**src/core/brfa_cfg.svh**
```systemverilog
// Constants for the banked register file address decoder.
// Assumes inclusion by the package and the decoder only.
//
// Behaviour
// - Bank 0: ports, general storage, control/status
// - Expanded register groups live in banks D, F
// - Full 8-bit direct or indirect addresses accepted
// - Short addresses see 16 groups of 16 in bank 0
// - Short address offsets from working group pointer
// - Counter/timer registers sit in expanded bank D
// - Pointer zero selects bank 0, group 0
`ifndef BRFA_CFG_SVH
`define BRFA_CFG_SVH
`define BRFA_PORT_LAST 8'h03
`define BRFA_GP_LAST 8'hEF
`define BRFA_BANK_MAIN 4'h0
`define BRFA_BANK_TIMER 4'hD
`define BRFA_BANK_SYS 4'hF
`define BRFA_PTR_RST 8'h00
`define BRFA_GRP_MSB 7
`define BRFA_GRP_LSB 4
`define BRFA_BANK_MSB 3
`define BRFA_BANK_LSB 0
`define BRFA_EXP_FIRST 8'h00
`define BRFA_EXP_LAST 8'h0F
`endif

```
**src/core/brfa_pkg.sv**
```systemverilog
// Types for the banked register file address decoder.
// Assumes the constants header is on the include path.
`include "brfa_cfg.svh"
package brfa_pkg;
  // Kind of location that one access resolves to
  typedef enum logic [2:0] {
    BRFA_SPACE_PORT,
    BRFA_SPACE_GP,
    BRFA_SPACE_CTRL,
    BRFA_SPACE_EXP_TIMER,
    BRFA_SPACE_EXP_SYS,
    BRFA_SPACE_NONE
  } brfa_space_e;

  // One access request from the instruction logic
  typedef struct packed {
    logic valid;
    logic short_mode;
    logic [7:0] addr;
  } brfa_req_s;

  // One decoded access
  typedef struct packed {
    logic valid;
    brfa_space_e space;
    logic [3:0] bank;
    logic [7:0] addr;
  } brfa_dec_s;
endpackage : brfa_pkg

```
**src/core/brfa_decoder.sv**
```systemverilog
// Register file address decoder with working group pointer.
// Assumes the core drives requests on clk_sys_i; one cycle latency.
// Assumes the package and the constants header are read before it.
`timescale 1ns/1ps
`include "brfa_cfg.svh"
module brfa_decoder (
  input wire logic clk_sys_i, // Core clock
  input wire logic sys_rst_i, // Synchronous reset, high
  input wire brfa_pkg::brfa_req_s req_i, // Access request
  input wire logic ptr_we_i, // Load working group pointer
  input wire logic [7:0] ptr_wdata_i, // New pointer value
  output brfa_pkg::brfa_dec_s dec_o, // Decoded access
  output logic [7:0] working_group_pointer_o // Current pointer
);
  // Pointer and output registers
  logic [7:0] ptr_reg;
  brfa_pkg::brfa_dec_s dec_reg;
  brfa_pkg::brfa_dec_s dec_next;
  // Fields of the pointer
  logic [3:0] grp;
  logic [3:0] bank;
  // Which bank the low nibble of the pointer names
  logic sel_main;
  logic sel_timer;
  logic sel_sys;
  // Resolved location of the current request
  logic [3:0] res_bank;
  logic [7:0] res_addr;
  brfa_pkg::brfa_space_e main_space;

  // Pointer register, zero at reset. A load in the same cycle as a short
  // request takes effect only after that request has been resolved.
  always_ff @(posedge clk_sys_i) begin
    if (sys_rst_i) begin
      ptr_reg <= `BRFA_PTR_RST;
    end else if (ptr_we_i) begin
      ptr_reg <= ptr_wdata_i;
    end
  end

  // Upper nibble picks the working group, lower nibble the bank
  assign grp = ptr_reg[`BRFA_GRP_MSB:`BRFA_GRP_LSB];
  assign bank = ptr_reg[`BRFA_BANK_MSB:`BRFA_BANK_LSB];

  // Bank decode of the low nibble; codes other than these name no bank
  assign sel_main = (bank == `BRFA_BANK_MAIN);
  assign sel_timer = (bank == `BRFA_BANK_TIMER);
  assign sel_sys = (bank == `BRFA_BANK_SYS);

  // Address resolution. Full addresses always land in bank 0; a short
  // address takes the group nibble in bank 0, or stands alone as an
  // offset inside an expanded bank, where the group is ignored.
  always_comb begin
    res_bank = `BRFA_BANK_MAIN;
    res_addr = req_i.addr;
    if (req_i.short_mode) begin
      if (sel_timer || sel_sys) begin
        res_bank = bank;
        res_addr = {4'h0, req_i.addr[3:0]};
      end else begin
        res_addr = {grp, req_i.addr[3:0]};
      end
    end
  end

  // Region of the resolved address within bank 0
  always_comb begin
    if (res_addr <= `BRFA_PORT_LAST) begin
      main_space = brfa_pkg::BRFA_SPACE_PORT;
    end else if (res_addr <= `BRFA_GP_LAST) begin
      main_space = brfa_pkg::BRFA_SPACE_GP;
    end else begin
      main_space = brfa_pkg::BRFA_SPACE_CTRL;
    end
  end

  // Decoded access. A short access whose bank nibble names no bank is
  // reported as no space, so that it cannot alias onto bank 0 storage.
  always_comb begin
    dec_next = '0;
    dec_next.valid = req_i.valid;
    dec_next.bank = res_bank;
    dec_next.addr = res_addr;
    if (!req_i.short_mode || sel_main) begin
      dec_next.space = main_space;
    end else if (sel_timer) begin
      dec_next.space = brfa_pkg::BRFA_SPACE_EXP_TIMER;
    end else if (sel_sys) begin
      dec_next.space = brfa_pkg::BRFA_SPACE_EXP_SYS;
    end else begin
      dec_next.space = brfa_pkg::BRFA_SPACE_NONE;
    end
  end

  // Registered decode output, cleared by reset
  always_ff @(posedge clk_sys_i) begin
    if (sys_rst_i) begin
      dec_reg <= '0;
    end else begin
      dec_reg <= dec_next;
    end
  end

  // Outputs straight from their registers
  assign dec_o = dec_reg;
  assign working_group_pointer_o = ptr_reg;

  // Checks. Antecedents read the pointer register rather than the decoded
  // nibbles, so that a broken bank decode cannot hide behind itself.
  // Expected regions come from the boundary constants.
  // Pointer is zero on the first edge after reset
  ptr_reset_a: assert property (@(posedge clk_sys_i)
    $fell(sys_rst_i) |-> ptr_reg == `BRFA_PTR_RST)
    else $error("pointer not zero after reset");

  // Reset clears the decode output and the pointer
  reset_clear_a: assert property (@(posedge clk_sys_i)
    sys_rst_i |=> dec_o == '0 && working_group_pointer_o == `BRFA_PTR_RST)
    else $error("reset did not clear outputs");

  // Short address in bank 0 is offset from the working group base
  short_group_a: assert property (@(posedge clk_sys_i) disable iff (sys_rst_i)
    req_i.valid && req_i.short_mode && ptr_reg[3:0] == `BRFA_BANK_MAIN |=>
    dec_o.addr == {$past(ptr_reg[7:4]), $past(req_i.addr[3:0])})
    else $error("short address not offset by group");

  // Group of a short bank 0 access is the pointer's upper nibble
  group_span_a: assert property (@(posedge clk_sys_i) disable iff (sys_rst_i)
    req_i.valid && req_i.short_mode && ptr_reg[3:0] == `BRFA_BANK_MAIN |=>
    dec_o.addr[7:4] == $past(ptr_reg[7:4]) && dec_o.bank == `BRFA_BANK_MAIN)
    else $error("group not from high nibble");

  // Pointer zero keeps short accesses in bank 0, group 0
  bank0_stay_a: assert property (@(posedge clk_sys_i) disable iff (sys_rst_i)
    req_i.valid && req_i.short_mode && ptr_reg == `BRFA_PTR_RST |=> dec_o.bank == `BRFA_BANK_MAIN &&
    dec_o.addr[7:4] == 4'h0 && dec_o.space != brfa_pkg::BRFA_SPACE_NONE)
    else $error("pointer zero left bank 0 group 0");

  // Full addresses pass unchanged into bank 0
  direct_addr_a: assert property (@(posedge clk_sys_i) disable iff (sys_rst_i)
    req_i.valid && !req_i.short_mode |=>
    dec_o.addr == $past(req_i.addr) && dec_o.bank == `BRFA_BANK_MAIN)
    else $error("direct address altered");

  // Output valid follows the request one cycle later
  valid_copy_a: assert property (@(posedge clk_sys_i) disable iff (sys_rst_i)
    1'b1 |=> dec_o.valid == $past(req_i.valid))
    else $error("decode valid does not follow request");

  // Port registers are exactly the lowest bank 0 locations
  port_space_a: assert property (@(posedge clk_sys_i) disable iff (sys_rst_i)
    req_i.valid && (!req_i.short_mode || ptr_reg[3:0] == `BRFA_BANK_MAIN) |=>
    (dec_o.space == brfa_pkg::BRFA_SPACE_PORT) == (dec_o.addr <= `BRFA_PORT_LAST))
    else $error("port space wrong");

  // General storage is exactly the middle bank 0 locations
  gp_space_a: assert property (@(posedge clk_sys_i) disable iff (sys_rst_i)
    req_i.valid && (!req_i.short_mode || ptr_reg[3:0] == `BRFA_BANK_MAIN) |=>
    (dec_o.space == brfa_pkg::BRFA_SPACE_GP) == (dec_o.addr > `BRFA_PORT_LAST && dec_o.addr <= `BRFA_GP_LAST))
    else $error("general storage space wrong");

  // Control and status registers are exactly the top bank 0 locations
  ctrl_space_a: assert property (@(posedge clk_sys_i) disable iff (sys_rst_i)
    req_i.valid && (!req_i.short_mode || ptr_reg[3:0] == `BRFA_BANK_MAIN) |=>
    (dec_o.space == brfa_pkg::BRFA_SPACE_CTRL) == (dec_o.addr > `BRFA_GP_LAST))
    else $error("control space wrong");

  // Bank D short accesses reach the counter/timer registers
  timer_bank_a: assert property (@(posedge clk_sys_i) disable iff (sys_rst_i)
    req_i.valid && req_i.short_mode && ptr_reg[3:0] == `BRFA_BANK_TIMER |=>
    dec_o.space == brfa_pkg::BRFA_SPACE_EXP_TIMER && dec_o.bank == `BRFA_BANK_TIMER)
    else $error("bank D not timer space");

  // Bank F short accesses reach the second expanded group
  sys_bank_a: assert property (@(posedge clk_sys_i) disable iff (sys_rst_i)
    req_i.valid && req_i.short_mode && ptr_reg[3:0] == `BRFA_BANK_SYS |=>
    dec_o.space == brfa_pkg::BRFA_SPACE_EXP_SYS && dec_o.bank == `BRFA_BANK_SYS)
    else $error("bank F not expanded space");

  // Expanded banks see only the short offset, never the group
  exp_offset_a: assert property (@(posedge clk_sys_i) disable iff (sys_rst_i)
    req_i.valid && req_i.short_mode &&
    (ptr_reg[3:0] == `BRFA_BANK_TIMER || ptr_reg[3:0] == `BRFA_BANK_SYS) |=> dec_o.addr <= `BRFA_EXP_LAST &&
    dec_o.addr[3:0] == $past(req_i.addr[3:0]) && dec_o.bank == $past(ptr_reg[3:0]))
    else $error("expanded offset wrong");

  // A bank nibble that names no bank gives no space
  none_space_a: assert property (@(posedge clk_sys_i) disable iff (sys_rst_i)
    req_i.valid && req_i.short_mode &&
    !(ptr_reg[3:0] inside {`BRFA_BANK_MAIN, `BRFA_BANK_TIMER, `BRFA_BANK_SYS}) |=>
    dec_o.space == brfa_pkg::BRFA_SPACE_NONE && dec_o.bank == `BRFA_BANK_MAIN)
    else $error("unnamed bank not reported as no space");

  // A pointer load shows on the next cycle
  ptr_load_a: assert property (@(posedge clk_sys_i) disable iff (sys_rst_i)
    ptr_we_i |=> working_group_pointer_o == $past(ptr_wdata_i))
    else $error("pointer load lost");

  // Without a load the pointer holds its value
  ptr_hold_a: assert property (@(posedge clk_sys_i) disable iff (sys_rst_i)
    !ptr_we_i |=> $stable(working_group_pointer_o))
    else $error("pointer changed without a load");

  // Main scenarios reached
  // Counter/timer bank access
  timer_cov: cover property (@(posedge clk_sys_i)
    dec_o.valid && dec_o.space == brfa_pkg::BRFA_SPACE_EXP_TIMER);

  // Second expanded bank access
  sys_cov: cover property (@(posedge clk_sys_i)
    dec_o.valid && dec_o.space == brfa_pkg::BRFA_SPACE_EXP_SYS);

  // General storage access
  gp_cov: cover property (@(posedge clk_sys_i)
    dec_o.valid && dec_o.space == brfa_pkg::BRFA_SPACE_GP);

  // Control and status access
  ctrl_cov: cover property (@(posedge clk_sys_i)
    dec_o.valid && dec_o.space == brfa_pkg::BRFA_SPACE_CTRL);

  // Short access through a nibble that names no bank
  none_cov: cover property (@(posedge clk_sys_i)
    dec_o.valid && dec_o.space == brfa_pkg::BRFA_SPACE_NONE);
endmodule : brfa_decoder

```
**config.mk**
```make
export PLATFORM = sky130hd
export DESIGN_NAME = brfa_decoder
export DESIGN_NICKNAME = d
export VERILOG_FILES = /design/src/core/brfa_pkg.sv /design/src/core/brfa_decoder.sv
export VERILOG_INCLUDE_DIRS = /design/src /design/src/core
export SDC_FILE = /design/constraint.sdc
export NUM_CORES = 1
export LEC_CHECK = 0
export BUFFER_PORTS_ARGS = -buffer_cell sky130_fd_sc_hd__buf_2
export CAP_MARGIN = 20
export CORE_UTILIZATION = 30
export DETAILED_ROUTE_END_ITERATION = 6
export HOLD_SLACK_MARGIN = 0.06
export MAX_ROUTING_LAYER = met4
export PLACE_DENSITY = 0.54
export SYNTH_ARGS = -nofsm -noshare
export SYNTH_HDL_FRONTEND = slang
export SYNTH_SLANG_ARGS = --single-unit
export TNS_END_PERCENT = 1
```
**constraint.sdc**
```tcl
create_clock -name clk_sys_i -period 2.65 [get_ports clk_sys_i]
set_clock_uncertainty 0.2 [all_clocks]
set_input_delay 0 -clock clk_sys_i [delete_from_list [all_inputs] [get_ports clk_sys_i]]
set_output_delay 0 -clock clk_sys_i [all_outputs]
set_load 0.01 [all_outputs]
```
Word level (Yosys, flattened, before mapping) --
Index checks and enable logic that the tools add are counted.
Operators by class: shifts and indexed selects 0, muxes and demuxes 7, bitwise operators 2, div/mod/pow operators 0, multiply operators 0, add/sub/neg operators 0, eq/ne operators 2, order comparisons 2, reduce and logical (&&, ||, !) cells 5
Operators with widths (count):
- $mux 8 | 2
- $eq 4x4->1 const B | 2
- $le 8x2->1 const B | 1
- $le 8x8->1 const B | 1
- $mux 3 | 2
- $logic_not 4->1 | 1
- $mux 2 | 2
- $reduce_or 3->1 | 1
- $logic_or 1x1->1 | 2
- $not 1->1 | 2
- $logic_not 1->1 | 1
- $mux 1 | 1
Word-level totals: flip-flop bits (word level) 24, ROM bits 0, input bits 21, logic and storage cells 23, memories kept 0, latch bits 0, RAM bits 0, output and inout port bits 24

Longest topological paths before layout --
depth in word-level cells 8, gate-level depth with buffers 5

Worst setup path before layout --
OpenSTA, ideal clock, no wires.
kind register to register, start reg ptr_reg[0] (netlist: working_group_pointer_o[0]), end reg dec_reg (netlist bit dec_o[12]), stages on the path, launching flop included 5, arrival time 1.266 ns, library setup time 0.134 ns, buffers on the path 0, slack 1.050 ns, path through dfxtp_1 or3_4 o21a_1 a2111oi_2 nor4_1
On the way: longest elaborated chain between the ends 8
RTL lines:
- start, declared | line brfa_decoder.sv:16 | logic [7:0] ptr_reg;
- start signal, assigned | line brfa_decoder.sv:35 | ptr_reg <= `BRFA_PTR_RST;
- start signal, assigned | line brfa_decoder.sv:37 | ptr_reg <= ptr_wdata_i;
- $eq 4x4->1 (no source line)
- $logic_or 1x1->1 | line brfa_decoder.sv:57 | if (sel_timer || sel_sys) begin
- $mux 8 | line brfa_decoder.sv:57
- $mux 8 | line brfa_decoder.sv:56 | if (req_i.short_mode) begin
- $le 8x8->1 (no source line)
- $mux 2 | line brfa_decoder.sv:70 | end else if (res_addr <= `BRFA_GP_LAST) begin
- $mux 2 | line brfa_decoder.sv:68 | if (res_addr <= `BRFA_PORT_LAST) begin
- $mux 3 (*) | line brfa_decoder.sv:84 | if (!req_i.short_mode || sel_main) begin
- end signal, assigned | line brfa_decoder.sv:100 | dec_reg <= dec_next;
- end, declared | line brfa_decoder.sv:17 | brfa_pkg::brfa_dec_s dec_reg;
Every way passes the cells marked *; elsewhere a longest branch is shown, timed or not. A chain may end at the register's enable or synchronous reset.

Final worst setup path --
start in req_i[8] in the netlist's numbering, end reg dec_reg (netlist bit dec_o[6])
On the way: longest elaborated chain between the ends 1
RTL lines:
- start, declared | line brfa_decoder.sv:9 | input wire brfa_pkg::brfa_req_s req_i,
- $mux 8 | line brfa_decoder.sv:56
Every way passes these cells.

==> run metrics <==
status=finished clean; Final Max Slew Viols=0; slowest stage delay, CP=0.57 ns; CP max-delay cell=dlygate4sd3_1; vias in the first global route=1,005; remaining antenna violation count after routing=0; ant diodes=0; Slew headroom=73.09%; Setup TNS=0 ns; total congestion overflow=0; CTS clk-pin slew, worst paths=0.14 ns; initial DRC count=19; Syn. warnings=0; most frequent CP cell=dlygate4sd3_1; I/O pins=45; Detailed Route WL=2.405 mm; sequential-to-total area share from yosys stat=54.70%; Worst Setup Start Kind=primary input; power share of the combinational group=20.0%; first-pass GRT wire length=4.229 mm; later-pin clock latency in the skew report=0.32 ns; path type of the worst min-delay path=register to register; crit-path cells=dlygate4sd3_1 > buf_2 > nand2b_1 > dlygate4sd3_1 > a21oi_1 > dlygate4sd3_1; dpl hpwl=1.449 mm; Final WS setup=0.5851 ns; total track usage=17.34%; RSZ-0062 raised after global routing=false; area grow syn2layout=85.33%; Setup WS pre-CTS=0.9994 ns; fin nets=202; net switching power=179.8 µW; initial antenna violation count=0; most frequent cells in the layout=dlygate4sd3_1, buf_2, dfxtp_1, nor2_1, mux2i_1; Port Buffer Count=44; Net Sw Frac=24.51%; Final Critical Period=2.065 ns; CTS tree=built; Pre-antenna DRT Iters=4; synth unique cells=27; final setup vio count=0; layout cells sized above 1=28.33%; # resized after CTS=0; via/cell ratio=4.673; Bufs on Longest Clock Path=2; via count=986; P_int=553.7 µW; Cell Area, Synth=878.3 µm²; leading cell type in the layout, fill and taps excluded=dlygate4sd3_1; #FFs+latches synth=24; WP data arrival=2.14 ns; sequential power share=53.1%; Hold Vio Cnt, Final=0; power share of the clock group=26.9%; kind of critical path=primary input to register; fmax=484.3 MHz; flop-to-flop setup slack=0.63 ns; clk sinks=24; Worst Path Max Fanout=13; wire length per cell=11.40 µm; die height=56.11 µm; Mapped Cells=89; LEAKAGE=0.0007855 µW; die footprint=0.003148 mm²; GP Congestion=0.7447; number of max-cap violations=0; largest net degree at the start of global routing=24; Max IR drop VDD=0.3086 mV; ratio of final minimum period to clock period=77.92%; CP Capture Type=register; Cell Pwr Density=450.6 mW/mm²; WP data required=2.72 ns; Post-Syn Area per Cell=9.869 µm²; cell at the root of the clock tree=clkbuf_4; syn nets=110; Starting Density=31.85%; chip width=56.11 µm; num rows=19; DRC Markers=0; Tightest Pin Transition=0.4037 ns; htree depth=1; CTS buffer count=3; Core ar.=0.002758 mm²
## synthesized netlist by cell type
cell type	instances	area (µm²)
mux2i_1	8	80.08
o21a_1	2	15.01
buf_2	1	5.000
nand2_1	5	18.77
nor4_1	1	6.260
inv_1	1	3.750
a211oi_1	1	7.510
nor2_1	12	45.04
nand4_1	1	6.260
o21ai_0	1	5.000
nor3_1	1	5.000
a2111o_1	1	11.26
dfxtp_1	24	480.5
nor2b_1	6	37.54
or3_1	1	6.260
or3_4	1	11.26
clkbuf_1	3	11.26
nand3_1	2	10.01
and2_1	2	12.51
and3_2	1	7.510
a21oi_1	6	30.03
o22ai_1	1	6.260
nor3b_1	1	7.510
nand2b_1	3	18.77
and3b_1	1	8.760
a2111oi_2	1	15.01
and3_1	1	6.260
## power groups by stage
| stage | combinational (µW) | sequential, µW | clock [µW] |
|---|---|---|---|
| after CTS | 145 | 389 | 198 |
| final | 147 | 389 | 198 |
| after floorplan | 40.0 | 404 | 0 |
| after global routing | 161 | 392 | 219 |
| after global placement | 86.2 | 396 | 0 |
| after detailed placement | 86.9 | 397 | 0 |
## registers in the layout, summed over array words and instances, names as in the netlist
register / flops
working_group_pointer_o: 8
dec_o: 16
## final timing paths
kind,to,from,depth (start not counted)
setup / recovery,dec_o[6],req_i[8],6
hold / removal,dec_o[9],working_group_pointer_o[1],1
hold reg to reg,dec_o[9],working_group_pointer_o[1],1
setup reg to reg,working_group_pointer_o[1],working_group_pointer_o[1],4
## stage by stage
step	cell area [µm²]	cells	util, %	power, µW	hold WS [ns]
after floorplan	878.3	89	-	443.9	-0.1284
after global placement	1121	160	40.65	481.9	0.01755
after detailed placement	1121	160	40.65	484.1	0.02839
after CTS	1628	211	59.03	732.1	0.4016
after global routing	1628	211	59.03	771.5	0.4306
final	1628	211	59.03	733.5	0.3942
## worst max-delay path: cells and delay by family
family	cells	cell delay, ns
buffers and inverters	4	1.83
and+or+nand+nor	1	0.17
AOI/OAI and AO/OA	1	0.14
## repair_timing
action,CTS,global route
endpoints found under the hold margin,24,0
buffers inserted,0,0
hold buffers,47,0
## kinds of logic (layout without fill, tap and decap cells)
kind of cell / after synthesis / in the layout / synth area share (%)
AND/OR/NAND/NOR: 39 / 39 / 23.65
buffers and inverters: 5 / 96 / 2.278
multiplexers: 8 / 8 / 9.117
AO/OA/AOI/OAI: 13 / 13 / 10.26
flip-flops: 24 / 24 / 54.70
## per-layer routing
metal  track usage [%]  wire [µm]
met5                 -          0
met4             6.272         38
met3             2.791        128
met2             31.29       1182
met1             19.13       1055
## cell type report
| class | count | area [µm²] |
|---|---|---|
| tap | 31 | 38.79 |
| timing repair buffer | 91 | 690.7 |
| clock buffer | 4 | 36.28 |
| inverter | 1 | 3.754 |
| sequential | 24 | 480.5 |
| fill | 240 | 1130 |
| multi-input combinational | 60 | 377.9 |
No activity file was read; power rests on OpenSTA's default activity.
